File: config.mk
export PLATFORM = sky130hd
export DESIGN_NAME = cpc_codec_ctrl
export DESIGN_NICKNAME = d
export VERILOG_FILES = /design/src/include/cpc_pkg.sv /design/src/core/cpc_codec_ctrl.sv
export VERILOG_INCLUDE_DIRS = /design/src /design/src/include
export SDC_FILE = /design/constraint.sdc
export NUM_CORES = 1
export LEC_CHECK = 0
export BUFFER_PORTS_ARGS = -buffer_cell sky130_fd_sc_hd__clkbuf_2
export CORE_MARGIN = 2
export CORE_UTILIZATION = 54
export CTS_CLUSTER_SIZE = 8
export DETAILED_ROUTE_END_ITERATION = 12
export GPL_TIMING_DRIVEN = 0
export PLACE_DENSITY = 0.8
export SLEW_MARGIN = 20
export SYNTH_ARGS = -nofsm -noshare
export SYNTH_HDL_FRONTEND = slang
export SYNTH_SLANG_ARGS = --single-unit
File: constraint.sdc
create_clock -name mclk -period 4.2 [get_ports mclk]
set_clock_uncertainty 0.05 [all_clocks]
set_input_delay 0.84 -clock mclk [delete_from_list [all_inputs] [get_ports mclk]]
set_output_delay 0.84 -clock mclk [all_outputs]
set_load 0.005 [all_outputs]
File: src/include/cpc_consts.svh
// Purpose: offsets, field positions, reset values and counts of the codec port control block
// Assumes: included by its bare name
// Notes:   definitions only
`ifndef CPC_CONSTS_SVH
`define CPC_CONSTS_SVH
// ==========================================================
// direct register offsets
`define CPC_OFS_GO        2'h0
`define CPC_OFS_MODE      2'h1
`define CPC_OFS_PTR       2'h2
`define CPC_OFS_IDATA     2'h3
// ==========================================================
// field positions and reset values
`define CPC_GO_BIT        0
`define CPC_REV_LSB       4
`define CPC_GO_RST        1'h0
`define CPC_MODE_RST      8'h91
`define CPC_DIR_BIT       7
`define CPC_SETUP1_IDX    4'h0
`define CPC_SETUP1_RST    8'h01
`define CPC_SEQ_BIT       0
`define CPC_IND_NUM       12
`define CPC_PTR_MAX       4'hB
// ==========================================================
// timing and sizes
`define CPC_RST_EXTRA     2'h2
`define CPC_FIFO_DEPTH    16
`define CPC_FIFO_WIDTH    8
`endif

File: src/include/cpc_pkg.sv
// Purpose: types shared by the codec port control block
// Assumes: cpc_consts.svh on the include path
// Notes:   all core state except the fifo lives in one packed struct
`include "cpc_consts.svh"
package cpc_pkg;
  // ==========================================================
  // frame sequencer
  typedef enum logic [2:0] {
    CPC_IDLE  = 3'b001,
    CPC_ARMED = 3'b010,
    CPC_BUSY  = 3'b100
  } cpc_state_t;

  // ==========================================================
  // core state
  typedef struct packed {
    logic [1:0]                        rst_cnt;
    logic                              in_rst;
    logic                              go;
    logic [7:0]                        mode;
    logic [3:0]                        ptr;
    logic                              ptr_loaded;
    logic [`CPC_IND_NUM-1:0][7:0]      ind;
    logic                              wr_d;
    logic                              rd_d;
    logic                              start_d;
    logic                              fen_d;
    cpc_state_t                        st;
    logic                              drain;
    logic [7:0]                        dout;
    logic                              dout_oe_n;
    logic [23:0]                       pix_out;
    logic                              pix_oe_n;
    logic                              len_out;
    logic                              fen_out;
    logic                              window;
    logic                              fbusy;
    logic                              cbusy;
    logic                              accept;
    logic [7:0]                        blk_out;
    logic                              blk_oe_n;
    logic                              sync_out;
    logic                              eos_out;
    logic                              stop_out;
    logic                              stop_oe_n;
  } cpc_core_t;
endpackage : cpc_pkg

File: src/core/cpc_codec_ctrl.sv
// Purpose: host registers, frame start logic and codec port of the pixel pre/post-processor
// Assumes: all inputs synchronous to mclk, srst synchronous active high
// Notes:   strip buffer sequencing and format datapaths are not part of this block
`timescale 1ns/1ps
`include "cpc_consts.svh"

// ==========================================================
// fifo
module cpc_fifo #(
  parameter int W = `CPC_FIFO_WIDTH,
  parameter int D = `CPC_FIFO_DEPTH
) (
  input  wire logic         clk,
  input  wire logic         rst,
  input  wire logic         ce,
  input  wire logic         in_valid,
  input  wire logic [W-1:0] in_data,
  output logic              in_ready,
  output logic              out_valid,
  output logic [W-1:0]      out_data,
  input  wire logic         out_ready
);
  localparam int AW = (D > 1) ? $clog2(D) : 1;
  typedef struct packed {
    logic [D-1:0][W-1:0] mem;
    logic [AW-1:0]       wp;
    logic [AW-1:0]       rp;
    logic [AW:0]         cnt;
  } cpc_fifo_st_t;

  cpc_fifo_st_t f_r;
  cpc_fifo_st_t f_nxt;
  logic         push;
  logic         pop;

  assign in_ready  = (f_r.cnt != D[AW:0]);
  assign out_valid = (f_r.cnt != '0);
  assign out_data  = f_r.mem[f_r.rp];

  always_comb
  begin
    f_nxt = f_r;
    push  = in_valid & in_ready;
    pop   = out_valid & out_ready;
    if (push)
    begin
      f_nxt.mem[f_r.wp] = in_data;
      f_nxt.wp = (f_r.wp == AW'(D - 1)) ? '0 : f_r.wp + 1'b1;
    end
    if (pop)
    begin
      f_nxt.rp = (f_r.rp == AW'(D - 1)) ? '0 : f_r.rp + 1'b1;
    end
    if (push && !pop)
    begin
      f_nxt.cnt = f_r.cnt + 1'b1;
    end
    else if (pop && !push)
    begin
      f_nxt.cnt = f_r.cnt - 1'b1;
    end
    if (rst)
    begin
      f_nxt.wp  = '0;
      f_nxt.rp  = '0;
      f_nxt.cnt = '0;
    end
  end

  always_ff @(posedge clk)
  begin
    if (ce)
    begin
      f_r <= f_nxt;
    end
  end
endmodule : cpc_fifo

// ==========================================================
// top
module cpc_codec_ctrl #(
  parameter logic [3:0] REVISION = 4'h0
) (
  input  wire logic        mclk,
  input  wire logic        srst,
  input  wire logic        ce,
  input  wire logic [1:0]  host_addr,
  input  wire logic [7:0]  host_data_in,
  output logic [7:0]       host_data_out,
  output logic             host_data_oe_n,
  input  wire logic        host_wr,
  input  wire logic        host_rd,
  input  wire logic        host_cs,
  input  wire logic        start_in,
  output logic             frame_busy,
  output logic             window_active,
  input  wire logic [23:0] pixel_in_bus,
  input  wire logic        pixel_out_drive_enable,
  output logic [23:0]      pixel_out_bus,
  output logic             pixel_out_oe_n,
  input  wire logic        line_enable_in,
  input  wire logic        frame_enable_in,
  output logic             line_enable_out,
  output logic             frame_enable_out,
  output logic             pixel_accept,
  output logic             codec_busy,
  output logic             buffer_write_enable,
  output logic             buffer_output_enable,
  output logic [15:0]      buffer_address,
  input  wire logic        codec_compress_in,
  input  wire logic [7:0]  block_bus_in,
  output logic [7:0]       block_bus_out,
  output logic             block_bus_oe_n,
  input  wire logic        block_sync_in,
  output logic             block_sync_out,
  output logic             block_sync_oe_n,
  input  wire logic        end_of_scan_in,
  output logic             end_of_scan_out,
  output logic             end_of_scan_oe_n,
  input  wire logic        flow_stop_in,
  output logic             flow_stop_out,
  output logic             flow_stop_oe_n
);
  cpc_pkg::cpc_core_t s_r;
  cpc_pkg::cpc_core_t s_nxt;
  logic               rst_all;
  logic               rd_act;
  logic               wr_rise;
  logic               rd_fall;
  logic               locked;
  logic               seq;
  logic               cmp;
  logic               in_win;
  logic               launch;
  logic               begin_frm;
  logic               end_frm;
  logic               f_in_valid;
  logic [7:0]         f_in_data;
  logic               f_in_ready;
  logic               f_out_valid;
  logic [7:0]         f_out_data;
  logic               f_out_ready;
  logic               fifo_rst;

  // ==========================================================
  // helpers
  function automatic logic [3:0] ptr_step(input logic [3:0] p);
    ptr_step = (p >= `CPC_PTR_MAX) ? `CPC_PTR_MAX : p + 4'h1;
  endfunction : ptr_step

  function automatic logic [7:0] rd_mux(input cpc_pkg::cpc_core_t s,
                                        input logic [1:0] a);
    case (a)
      `CPC_OFS_GO:   rd_mux = {REVISION, 3'h0, s.go};
      `CPC_OFS_MODE: rd_mux = s.mode;
      `CPC_OFS_PTR:  rd_mux = {4'h0, s.ptr};
      default:       rd_mux = s.ind[s.ptr];
    endcase
  endfunction : rd_mux

  // ==========================================================
  // stream buffer between pixel side and codec side
  assign fifo_rst = srst | s_r.in_rst;

  cpc_fifo #(
    .W (`CPC_FIFO_WIDTH),
    .D (`CPC_FIFO_DEPTH)
  ) u_fifo (
    .clk       (mclk),
    .rst       (fifo_rst),
    .ce        (ce),
    .in_valid  (f_in_valid),
    .in_data   (f_in_data),
    .in_ready  (f_in_ready),
    .out_valid (f_out_valid),
    .out_data  (f_out_data),
    .out_ready (f_out_ready)
  );

  // ==========================================================
  // next state
  always_comb
  begin
    s_nxt   = s_r;
    rst_all = srst | s_r.in_rst;
    rd_act  = host_cs & host_rd;
    wr_rise = host_cs & host_wr & ~s_r.wr_d;
    rd_fall = s_r.rd_d & ~rd_act;
    locked  = s_r.fbusy;
    seq     = s_r.ind[`CPC_SETUP1_IDX][`CPC_SEQ_BIT];
    cmp     = s_r.mode[`CPC_DIR_BIT];
    in_win  = (s_r.st == cpc_pkg::CPC_BUSY) & line_enable_in & frame_enable_in;
    launch  = seq ? start_in : (start_in & ~s_r.start_d);
    begin_frm = cmp ? (frame_enable_in & ~s_r.fen_d)
                    : (block_sync_in & ~codec_compress_in);
    end_frm   = cmp ? (~frame_enable_in & s_r.fen_d)
                    : (end_of_scan_in & ~codec_compress_in);

    // edge trackers
    s_nxt.wr_d    = host_cs & host_wr;
    s_nxt.rd_d    = rd_act;
    s_nxt.start_d = start_in;
    s_nxt.fen_d   = frame_enable_in;

    // ----------------------------------------------------------
    // frame sequencer
    case (s_r.st)
      cpc_pkg::CPC_IDLE:
      begin
        if (s_r.go && launch)
        begin
          s_nxt.st = cpc_pkg::CPC_ARMED;
        end
      end
      cpc_pkg::CPC_ARMED:
      begin
        if (!s_r.go || (seq && !start_in))
        begin
          s_nxt.st = cpc_pkg::CPC_IDLE;
        end
        else if (begin_frm)
        begin
          s_nxt.st = cpc_pkg::CPC_BUSY;
        end
      end
      cpc_pkg::CPC_BUSY:
      begin
        if (end_frm)
        begin
          s_nxt.st    = cpc_pkg::CPC_IDLE;
          s_nxt.drain = cmp;
          if (!seq)
          begin
            s_nxt.go = 1'b0;
          end
        end
      end
      default:
      begin
        s_nxt.st = cpc_pkg::CPC_IDLE;
      end
    endcase

    // ----------------------------------------------------------
    // host writes; a host write of go comes after the self clear so a set wins
    if (wr_rise)
    begin
      case (host_addr)
        `CPC_OFS_GO:
        begin
          s_nxt.go = host_data_in[`CPC_GO_BIT];
        end
        `CPC_OFS_MODE:
        begin
          if (!locked)
          begin
            s_nxt.mode = host_data_in;
          end
        end
        `CPC_OFS_PTR:
        begin
          if (!locked)
          begin
            s_nxt.ptr = (host_data_in > {4'h0, `CPC_PTR_MAX}) ? `CPC_PTR_MAX
                                                              : host_data_in[3:0];
            s_nxt.ptr_loaded = 1'b1;
          end
        end
        default:
        begin
          if (!locked)
          begin
            s_nxt.ind[s_r.ptr] = host_data_in;
            if (s_r.ptr_loaded)
            begin
              s_nxt.ptr = ptr_step(s_r.ptr);
            end
          end
        end
      endcase
    end

    // pointer advances once a read of indirect data ends
    if (rd_fall && (host_addr == `CPC_OFS_IDATA) && !locked && s_r.ptr_loaded)
    begin
      s_nxt.ptr = ptr_step(s_r.ptr);
    end

    // host read path keeps working through reset
    s_nxt.dout_oe_n = ~rd_act;
    if (rd_act)
    begin
      s_nxt.dout = rd_mux(s_r, host_addr);
    end

    // ----------------------------------------------------------
    // pixel side, sampled on mclk as the pixel timing reference
    s_nxt.pix_out  = pixel_in_bus;
    s_nxt.pix_oe_n = ~pixel_out_drive_enable;
    s_nxt.len_out  = line_enable_in;
    s_nxt.fen_out  = frame_enable_in;
    s_nxt.window   = in_win;
    s_nxt.fbusy    = (s_nxt.st == cpc_pkg::CPC_BUSY);
    s_nxt.accept   = f_in_ready;
    s_nxt.cbusy    = (s_r.st == cpc_pkg::CPC_BUSY) & ~f_in_ready;

    // ----------------------------------------------------------
    // codec side direction follows the codec's own indicator, even in reset
    s_nxt.blk_oe_n  = ~codec_compress_in;
    s_nxt.stop_oe_n = codec_compress_in;
    // stop is asserted one word early is not possible with a registered flag,
    // so pushes are gated by ready as well and excess codec bytes are lost
    s_nxt.stop_out  = ~f_in_ready;

    f_in_valid  = 1'b0;
    f_in_data   = pixel_in_bus[7:0];
    f_out_ready = 1'b0;
    s_nxt.sync_out = 1'b0;
    s_nxt.eos_out  = 1'b0;
    if (cmp)
    begin
      f_in_valid  = in_win;
      f_out_ready = codec_compress_in & ~flow_stop_in;
      if (f_out_valid && f_out_ready)
      begin
        s_nxt.blk_out  = f_out_data;
        s_nxt.sync_out = 1'b1;
      end
      if (s_r.drain && !f_out_valid)
      begin
        s_nxt.eos_out = 1'b1;
        s_nxt.drain   = 1'b0;
      end
    end
    else
    begin
      f_in_valid  = (s_r.st == cpc_pkg::CPC_BUSY) & ~codec_compress_in & ~s_r.stop_out;
      f_in_data   = block_bus_in;
      f_out_ready = in_win;
      s_nxt.drain = 1'b0;
      if (f_out_valid && in_win)
      begin
        s_nxt.pix_out[7:0] = f_out_data;
      end
    end

    // ----------------------------------------------------------
    // reset: control state cleared, held two more cycles after release
    if (srst)
    begin
      s_nxt.rst_cnt = `CPC_RST_EXTRA;
      s_nxt.in_rst  = 1'b1;
    end
    else if (s_r.rst_cnt != 2'h0)
    begin
      s_nxt.rst_cnt = s_r.rst_cnt - 2'h1;
      s_nxt.in_rst  = (s_r.rst_cnt != 2'h1);
    end
    if (rst_all)
    begin
      s_nxt.go         = `CPC_GO_RST;
      s_nxt.mode       = `CPC_MODE_RST;
      s_nxt.ptr        = 4'h0;
      s_nxt.ptr_loaded = 1'b0;
      s_nxt.ind        = '0;
      s_nxt.ind[`CPC_SETUP1_IDX] = `CPC_SETUP1_RST;
      s_nxt.st         = cpc_pkg::CPC_IDLE;
      s_nxt.drain      = 1'b0;
      s_nxt.len_out    = 1'b1;
      s_nxt.fen_out    = 1'b1;
      s_nxt.cbusy      = 1'b1;
      s_nxt.window     = 1'b0;
      s_nxt.fbusy      = 1'b0;
      s_nxt.sync_out   = 1'b0;
      s_nxt.eos_out    = 1'b0;
      s_nxt.blk_out    = 8'h00;
      s_nxt.accept     = 1'b0;
    end
  end

  // ==========================================================
  // state register; ce low freezes everything, reset included
  always_ff @(posedge mclk)
  begin
    if (ce)
    begin
      s_r <= s_nxt;
    end
  end

  // ==========================================================
  // outputs, straight from the state register
  assign host_data_out        = s_r.dout;
  assign host_data_oe_n       = s_r.dout_oe_n;
  assign frame_busy           = s_r.fbusy;
  assign window_active        = s_r.window;
  assign pixel_out_bus        = s_r.pix_out;
  assign pixel_out_oe_n       = s_r.pix_oe_n;
  assign line_enable_out      = s_r.len_out;
  assign frame_enable_out     = s_r.fen_out;
  assign pixel_accept         = s_r.accept;
  assign codec_busy           = s_r.cbusy;
  // strip buffer is not sequenced here; strobes rest inactive high
  assign buffer_write_enable  = s_r.in_rst | ~s_r.in_rst;
  assign buffer_output_enable = s_r.in_rst | ~s_r.in_rst;
  assign buffer_address       = {16{s_r.in_rst & ~s_r.in_rst}};
  assign block_bus_out        = s_r.blk_out;
  assign block_bus_oe_n       = s_r.blk_oe_n;
  assign block_sync_out       = s_r.sync_out;
  assign block_sync_oe_n      = s_r.blk_oe_n;
  assign end_of_scan_out      = s_r.eos_out;
  assign end_of_scan_oe_n     = s_r.blk_oe_n;
  assign flow_stop_out        = s_r.stop_out;
  assign flow_stop_oe_n       = s_r.stop_oe_n;
endmodule : cpc_codec_ctrl

Word-level counts from Yosys, hierarchy flattened:

Index checks and enable logic that the tools add are counted.

* register bits: 315

* add/sub/neg operators: 6
* $lt $le $gt $ge: 7
* equal/unequal tests: 17
* mux-type cells: 53
* bitwise logic cells: 29
* reductions and logical operators: 49

Operators with widths (number)
* 96-bit two-way mux: 2
* 128-bit bitwise mux: 1
* 110-bit two-way mux: 1
* 96-bit bitwise mux: 1
* 8-bit two-way mux: 11
* 8-bit binary-select mux with 4-bit select: 2
* 8-bit demux with 4-bit select: 2
* 4-bit two-way mux: 10
* 8-bit one-hot mux with 3 select lines: 1
* 2-bit nonzero test: 9
* 1-bit bitwise AND: 17
* 4-bit by 5-bit less-than comparator with 1-bit output, second input constant: 3
* 5-bit two-way mux: 3
* 1-bit two-way mux: 13
* 4-bit by 1-bit adder with 4-bit output, second input constant: 3
* 1-bit logical AND: 12
* 3-bit two-way mux: 4
* 2-bit AND reduction: 6
* 4-bit AND reduction: 3
* 1-bit inverter: 11
* 3-bit one-hot mux with 3 select lines: 1
* 4-bit equality test, second input constant: 2
* 4-bit by 1-bit greater-or-equal comparator with 1-bit output, second input constant: 2
* 8-bit by 4-bit > comparator with 1-bit output, second input constant: 1
* other kinds (25): 40

Longest topological paths before layout:

Gate-level depths: netlist of the first run.

* depth after elaboration: 9
* depth in mapped cells: 10

Modules after synthesis:

A second synthesis of the first run with hierarchy kept.

* cell total of the unflattened synthesis: 1140
* area total of the unflattened synthesis: 14906.8 um^2

Modules (own cells, without submodules)
* cpc_codec_ctrl: times used 1, cells an instance 798, area each 9043.7 um^2, seq. area each 5225.0 um^2
* cpc_fifo: times used 1, cells an instance 342, area each 5863.1 um^2, seq. area each 4234.1 um^2

Least setup slack after synthesis of the first run:

Ideal clock, no wire load.

* kind: input port to flip-flop
* start point: in host_addr[0]
* end point: reg s_r[100] (netlist name) (enable)
* setup time: 462 ps
* arrival: 3557 ps
* data required time: 3688 ps
* path slack: 131 ps
* cell stages on the path: 4
* cell sequence: clkbuf_1 -> nand2_1 -> nor3_1 -> o21a_1

* word-level cells in the longest chain between the ends: 4

RTL lines
* start, declared: RTL line cpc_codec_ctrl.sv:87 `input wire logic [1:0] host_addr,`
* 2-bit equality test, or another cell as far along: RTL line cpc_codec_ctrl.sv:248 `case (host_addr)`
* 3-bit OR reduction (no source line) *
* 2-bit by 1-bit inequality test with 1-bit output (no source line) *
* 4-bit AND reduction (no source line) *
* end signal, assigned: RTL line cpc_codec_ctrl.sv:387 `s_r <= s_nxt;`
* end, declared: RTL line cpc_codec_ctrl.sv:124 `cpc_pkg::cpc_core_t s_r;`

Every way passes the cells marked *; elsewhere a longest branch is shown, timed or not.
A chain may end at the register's enable or synchronous reset.

Worst setup path in the final report of the first run:

* start point: reg s_r, in the netlist cmp
* end point: reg u_fifo.f_r[4] (netlist name), data pin

* word-level cells in the longest chain between the ends: 5

RTL lines
* 1-bit two-way mux: RTL line cpc_codec_ctrl.sv:320 `if (cmp)`
* 1-bit bitwise AND: RTL line cpc_codec_ctrl.sv:44 `pop = out_valid & out_ready;`
* 1-bit logical NOT: RTL line cpc_codec_ctrl.sv:54 `if (push && !pop)`
* 1-bit logical AND *: RTL line cpc_codec_ctrl.sv:54
* 5-bit two-way mux *: RTL line cpc_codec_ctrl.sv:54
* end signal, assigned: RTL line cpc_codec_ctrl.sv:74 `f_r <= f_nxt;`
* end, declared: RTL line cpc_codec_ctrl.sv:31 `cpc_fifo_st_t f_r;`

Marked as above.

==> flow_metrics.env, run 1 <==
export IMPL_status="finished clean"
export IMPL_cp_start_kind="register"
export IMPL_die_w_um=170
export IMPL_cts_resized_gates=0
export IMPL_setup_tns_ns=0
export IMPL_initial_core_util_pct=55.1
export IMPL_drv_cap=0
export IMPL_min_period_over_period_pct=77.6
export IMPL_ios=129
export IMPL_clkTransAtPathRegs_ns=0.05
export IMPL_power_total_mw=7.30
export IMPL_row_count=60
export IMPL_overflow=0
export IMPL_crit_slowest_cell="a221oi_2"
export IMPL_powerDensity_nw_per_um2=425
export IMPL_drc_errors=0
export IMPL_dr_pass1_iters=6
export IMPL_drtAntennaViolNets=0
export IMPL_cpPeakStageDelay_ns=0.55
export IMPL_yosys_most_used_dff="edfxtp_1"
export IMPL_worstSetupPathType="register to register"
export IMPL_fp_dieH_um=170
export IMPL_reg2reg_slack_ns=0.94
export IMPL_grt_pass1_wl_mm=55.3
export IMPL_cts_setup_buffers=0
export IMPL_synth_edf_count=315
export IMPL_hold_viol_final=0
export IMPL_nets=1412
export IMPL_numCtsBuffers=45
export IMPL_drt_initial_drc_count=1194
export IMPL_max_freq_mhz=307
export IMPL_cp_cell_sequence="buf_2, or3_1, a221oi_2, o21a_1, inv_1, ha_1, a21oi_1, a21oi_1, or3_1, mux2i_1"
export IMPL_end_kind="register"
export IMPL_tightest_slew_ns=1.09
export IMPL_cts_root_buf="clkbuf_16"
export IMPL_leakage_nw=6.25
export IMPL_worstReg2RegEnd="u_fifo.f_r[4]$_SDFFCE_PP0P_"
export IMPL_r2r_cells=10
export IMPL_area_growth_pct=15.3
export IMPL_maxSlewHeadroom_pct=26.9
export IMPL_min_path_type="input pin to register"
export IMPL_ys_types=55
export IMPL_antenna_cells=0
export IMPL_dp_hpwl_mm=24.5
export IMPL_cts_tree="done"
export IMPL_gp_congestion=0.920
export IMPL_routed_wl_mm=36.2
export IMPL_report_final_slew_viol_count=0
export IMPL_core_um2=27000
export IMPL_rsz0062_at_grt="false"
export IMPL_cts_max_path_buffers=3
export IMPL_ys_warn_count=0
export IMPL_holdPathStages=1
export IMPL_yosysTopAreaCell="edfxtp_1"
export IMPL_insertion_delay_ns=0.54
export IMPL_setup_viol=0
export IMPL_htreeDepth=2
export IMPL_synth_area_per_cell_um2=12.8
export IMPL_postPlaceCellArea_um2=16000
export IMPL_final_common_cell="edfxtp_1"
export IMPL_synth_area_top_cells="edfxtp_1, mux4_2, nand2_1"
export IMPL_cp_data_arrival_time_ns=3.59
export IMPL_worst_path_max_fanout=9
export IMPL_vias=10274
export IMPL_antenna_found_initial=1
export IMPL_synthesis_area_um2=14900
export IMPL_async_reset_ff_share_pct=0
export IMPL_peakVddDrop_mv=0.255
export IMPL_clock_sinks=315
export IMPL_avgRoutedWirePerCell_um=21.5
export IMPL_post_route_util_pct=63.6
export IMPL_layout_common_cells="edfxtp_1, nand2_1, a21oi_1"
export IMPL_design_area_um2=17200
export IMPL_holdBufCountCts=0
export IMPL_synth_cells=1167
export IMPL_ys_seq_area_share_pct=63.5
export IMPL_hold_start="pixel_in_bus[21]"
export IMPL_place_port_buffers=109
export IMPL_post_route_min_period_ns=3.26
export IMPL_worst_r2r_startpoint="cmp$_SDFFCE_PP1P_"
export IMPL_grt_start_max_net_pins=52
export IMPL_hold_end="pixel_out_bus[21]$_DFFE_PP_"
export IMPL_final_layout_size_suffix_gt1_share_pct=22.0
export IMPL_grt_pass1_vias=9843
export IMPL_fillers=1912
export IMPL_dieArea_um2=28900
export IMPL_holdWs_ns=0.424
export IMPL_vias_per_cell=6.10
export IMPL_synth_seq_cells=315
export IMPL_yosys_area_top_type_share_pct=63.5
export IMPL_required_ns=4.53
export IMPL_grt_use_total_pct=24.9
==> registers in the layout, indices dropped and copies added (netlist names), 8 cells and up <==
| name | count |
|---|---|
| pixel_out_bus | 24 |
| block_bus_out | 8 |
| host_data_out | 8 |
| u_fifo.f_r | 141 |
| s_r | 120 |
==> metrics by stage <==
step / instances / worst slack (ns)
6_report: 1684 / 0.941
5_1_grt: 1684 / 0.812
4_1_cts: 1684 / 0.952
3_5_place_dp: 1634 / 0.568
3_3_place_gp: 1633 / -1.72
2_1_floorplan: 1183 / 0.131
==> synth_stat cells, types with 2 or more instances <==
master,count
ha_1,15
xnor2_1,3
nand2_1,188
clkbuf_1,47
a21boi_0,3
nand2b_1,14
inv_1,20
nor3b_1,4
nor2b_1,14
o2111ai_1,8
mux2_2,9
o21ai_0,16
or3_1,5
o21a_1,4
and2_1,15
mux2i_1,46
nand4b_1,2
a31oi_1,8
nor3_1,14
a21oi_1,122
nor2_1,50
nand3b_1,4
buf_4,60
a211oi_1,4
o31a_1,3
mux4_2,40
buf_1,12
edfxtp_1,315
xor2_1,2
a31oi_2,2
buf_2,13
conb_1,2
and3_1,4
nand3_1,75
a22oi_1,3
buf_6,2
==> final cells by class <==
cell class                 count  area [um2]  share of cell area [%]
clock buffer                  46        1130                    6.58
tap                          341         427                    2.48
clock inverter                 4        71.3                   0.415
timing repair buffer         110         568                    3.31
inverter                      20        75.1                   0.437
multi-input combinational    714        4690                    27.3
sequential                   315        9460                    55.1
buffer                       134         759                    4.42
==> power by group <==
group	internal [mW]	leakage, nW	total [mW]	switching, mW
sequential	3.56	3.01	3.60	0.0441
combinational	0.199	2.65	0.514	0.315
clock	1.95	0.588	3.18	1.23
total	5.70	6.25	7.30	1.59
==> critical path: cells and delay by family, from the launching register on <==
| kind | cells | cell delay (ns) |
|---|---|---|
| simple gates | 2 | 0.75 |
| mux | 1 | 0.14 |
| flops | 1 | 0.35 |
| buf+inv | 2 | 0.31 |
| fa+ha+maj | 1 | 0.34 |
| compound gates | 4 | 1.16 |
==> worst max path at each step <==
stage | from | endpoint | slack [ns] | cells after the start
global route | s_r[54]$_SDFFCE_PP1P_ | u_fifo.f_r[4]$_SDFFCE_PP0P_ | 0.81 | 10
finish | cmp$_SDFFCE_PP1P_ | u_fifo.f_r[4]$_SDFFCE_PP0P_ | 0.94 | 10
global placement | ce | s_r[145]$_SDFFCE_PP0P_ | -1.72 | 3
floorplan | host_addr[0] | s_r[100]$_SDFFCE_PP0P_ | 0.13 | 4
detailed placement | codec_compress_in | u_fifo.f_r[4]$_SDFFCE_PP0P_ | 0.57 | 10
CTS | cmp$_SDFFCE_PP1P_ | u_fifo.f_r[4]$_SDFFCE_PP0P_ | 0.95 | 10
==> routing by layer <==
layer / track usage, % / wire length, um / vias to the layer above
met5: 0 / 0 / -
met1: 33.4 / 14200 / 4922
li1: - / - / 4567
met4: 8.58 / 1240 / 0
met3: 6.07 / 4050 / 105
met2: 40.1 / 16700 / 680
==> cells by family (layout without fill, tap and decap cells) <==
| logic type | Yosys count | after routing | share of synthesized area (%) |
|---|---|---|---|
| AND/OR/NAND/NOR | 396 | 396 | 12.1 |
| flip-flops | 315 | 315 | 63.5 |
| AO/OA/AOI/OAI | 184 | 184 | 7.30 |
| buffers and inverters | 154 | 314 | 5.60 |
| multiplexers | 95 | 95 | 9.82 |
| adder cells (fa/ha/maj) | 16 | 16 | 1.39 |
| XOR/XNOR | 5 | 5 | 0.294 |
| other | 2 | 18 | 0.0504 |
No activity file was read; power rests on OpenSTA's default activity.
==> run 2: changes to the inputs <==
--- a/config.mk
+++ b/config.mk
@@ -6,13 +6,14 @@
 export SDC_FILE = /design/constraint.sdc
 export NUM_CORES = 1
 export LEC_CHECK = 0
+export ABC_AREA = 1
 export BUFFER_PORTS_ARGS = -buffer_cell sky130_fd_sc_hd__clkbuf_2
 export CORE_MARGIN = 2
-export CORE_UTILIZATION = 54
+export CORE_UTILIZATION = 55
 export CTS_CLUSTER_SIZE = 8
 export DETAILED_ROUTE_END_ITERATION = 12
 export GPL_TIMING_DRIVEN = 0
-export PLACE_DENSITY = 0.8
+export PLACE_DENSITY = 0.81
 export SLEW_MARGIN = 20
 export SYNTH_ARGS = -nofsm -noshare
 export SYNTH_HDL_FRONTEND = slang
==> constraint.sdc (replaced) <==
create_clock -name mclk -period 2.96 [get_ports mclk]
set_clock_uncertainty 0.05 [all_clocks]
set_input_delay 0.592 -clock mclk [delete_from_list [all_inputs] [get_ports mclk]]
set_output_delay 0.592 -clock mclk [all_outputs]
set_load 0.005 [all_outputs]
==> run 2 against run 1 <==
Effect of this change:
- flip-flop and latch count stayed put
- die area is 3.4% higher
- combinational power is 61% higher
- register-to-register slack worse by 0.66 ns
- sequential power is 42% higher
- largest cell class unchanged
- critical endpoint unchanged
- critical path depth is 4 higher
- worst setup slack worse by 0.66 ns
- highest routed layer unchanged
- clock power is 40% higher
- sequential share of layout area is 2.8 points lower
- global-route usage is 1.6 points higher
==> flow_metrics.env, run 2 <==
export IMPL_holdBufCountCts=0
export IMPL_end_kind="register"
export IMPL_setup_viol=0
export IMPL_drt_initial_drc_count=1497
export IMPL_place_port_buffers=109
export IMPL_cts_root_buf="clkbuf_16"
export IMPL_holdPathStages=1
export IMPL_worst_path_max_fanout=8
export IMPL_powerDensity_nw_per_um2=574
export IMPL_vias=12294
export IMPL_final_common_cell="nand2_1"
export IMPL_min_path_type="input pin to register"
export IMPL_min_period_over_period_pct=90.6
export IMPL_synthesis_area_um2=15700
export IMPL_synth_seq_cells=315
export IMPL_gp_congestion=0.934
export IMPL_htreeDepth=2
export IMPL_ys_warn_count=0
export IMPL_async_reset_ff_share_pct=0
export IMPL_r2r_cells=14
export IMPL_final_layout_size_suffix_gt1_share_pct=16.8
export IMPL_cts_max_path_buffers=3
export IMPL_required_ns=3.20
export IMPL_drc_errors=0
export IMPL_synth_area_top_cells="edfxtp_1, nand2_1, inv_1"
export IMPL_routed_wl_mm=40.1
export IMPL_area_growth_pct=15.3
export IMPL_fillers=2175
export IMPL_ys_seq_area_share_pct=60.2
export IMPL_dieArea_um2=29900
export IMPL_nets=1888
export IMPL_fp_dieH_um=173
export IMPL_worstSetupPathType="register to register"
export IMPL_antenna_found_initial=0
export IMPL_avgRoutedWirePerCell_um=18.3
export IMPL_overflow=0
export IMPL_die_w_um=173
export IMPL_cts_tree="done"
export IMPL_numCtsBuffers=45
export IMPL_yosys_area_top_type_share_pct=60.2
export IMPL_row_count=61
export IMPL_yosys_most_used_dff="edfxtp_1"
export IMPL_holdWs_ns=0.188
export IMPL_core_um2=27900
export IMPL_rsz0062_at_grt="false"
export IMPL_antenna_cells=0
export IMPL_ys_types=40
export IMPL_synth_edf_count=315
export IMPL_register_area_um2=9460
export IMPL_grt_pass1_wl_mm=62.8
export IMPL_layout_common_cells="nand2_1, edfxtp_1, inv_1"
export IMPL_synth_most_common_cell="nand2_1"
export IMPL_leakage_nw=7.87
export IMPL_clkTransAtPathRegs_ns=0.05
export IMPL_peakVddDrop_mv=0.393
export IMPL_initial_core_util_pct=56.2
export IMPL_report_final_slew_viol_count=0
export IMPL_dp_hpwl_mm=27.5
export IMPL_grt_pass1_vias=12005
export IMPL_maxSlewHeadroom_pct=46.6
export IMPL_ios=129
export IMPL_grt_start_max_net_pins=50
export IMPL_yosysTopAreaCell="edfxtp_1"
export IMPL_status="finished clean"
export IMPL_largest_reg_flops=141
export IMPL_max_freq_mhz=373
export IMPL_drtAntennaViolNets=0
export IMPL_clock_sinks=315
export IMPL_drv_cap=0
export IMPL_grt_use_total_pct=26.5
export IMPL_insertion_delay_ns=0.55
export IMPL_synth_cells=1638
export IMPL_hold_viol_final=0
export IMPL_post_route_min_period_ns=2.68
export IMPL_tightest_slew_ns=0.797
export IMPL_cp_data_arrival_time_ns=2.92
export IMPL_vias_per_cell=5.60
export IMPL_multi_input_area_um2=4530
export IMPL_setup_tns_ns=0
export IMPL_synth_area_per_cell_um2=9.59
export IMPL_dr_pass1_iters=8
export IMPL_cp_start_kind="register"
export IMPL_regMostFlops="u_fifo.f_r"
export IMPL_ys_top_cells_by_count="nand2_1, edfxtp_1, inv_1"
run 2: cell count changes in the layout (fill, tap and decap cells not counted), moves of 15 or more:
cell      delta
o211ai_1    +25
o21ai_0     +99
mux2i_1     -46
o21ai_1     +20
mux4_2      -40
buf_2       +18
inv_1      +214
and2_1      -15
nor2_1      +48
clkbuf_1    -29
nand2_1    +205
nand3_1     +30
run 2: timing repair:
item                       4_1_cts  5_1_grt
setup endpoints to repair       63       14
resized for setup                1        0
setup buffers                    0        1
run 2: per-layer routing:
layer | global-route usage (%) | part of all wire (%)
met1 | 35.1 | 38
met2 | 43.0 | 46
met3 | 5.54 | 12
met4 | 10.8 | 3.5
met5 | 0 | 0
run 2: worst max-delay path, cell delays in order (launching register included):
cell	delay (ns)
edfxtp_1	0.44
nor2_1	0.18
nand3_1	0.18
nand3_2	0.21
inv_1	0.06
nand2_1	0.23
inv_1	0.10
fa_1	0.41
nand3b_1	0.20
nand3_1	0.10
nand2_1	0.06
inv_1	0.07
nand2_1	0.05
nand2_1	0.07
nor2_1	0.04
run 2: metrics by stage:
step	area [um2]	utilization, %	setup WS, ns	cells	power [mW]
floorplan	15800	-	-0.00403	1654	5.66
global placement	16800	60.1	-2.02	2141	5.96
detailed placement	16900	60.6	-0.839	2146	6.00
CTS	18100	64.8	0.142	2195	10.4
global route	18100	64.8	0.0578	2196	10.7
finish	18100	64.8	0.278	2196	10.4
run 2: final timing paths:
| path | startpoint | endpoint | slack [ns] |
|---|---|---|---|
| hold / removal | pixel_in_bus[12] | pixel_out_bus[12]$_DFFE_PP_ | 0.19 |
| hold reg to reg | s_r[166]$_SDFFCE_PP1P_ | host_data_out[4]$_DFFE_PP_ | 0.48 |
| setup / recovery | u_fifo.f_r[0]$_SDFFCE_PP0P_ | u_fifo.f_r[4]$_SDFFCE_PP0P_ | 0.28 |
| setup reg to reg | u_fifo.f_r[0]$_SDFFCE_PP0P_ | u_fifo.f_r[4]$_SDFFCE_PP0P_ | 0.28 |
run 2: layout make-up:
class | instances | share of cell area [%]
Tap cell | 378 | 2.61
Multi-Input combinational cell | 964 | 25.0
Clock buffer | 45 | 6.22
Buffer | 131 | 4.87
Inverter | 244 | 5.08
Sequential cell | 315 | 52.2
Timing Repair Buffer | 115 | 3.70
Clock inverter | 4 | 0.270
run 2: report_power, final:
part,total [mW],internal (mW),switching (mW)
Sequential,5.12,5.06,0.0591
Clock,4.44,2.67,1.77
Combinational,0.826,0.276,0.550
Total,10.4,8.01,2.38
run 2: kinds of logic after synthesis:
family,synth area share [%]
xor+xnor,0.112
buf+inv,11.5
simple gates,16.9
fa+ha+maj,1.32
compound gates,9.87
other cells,0.0478
flops,60.2
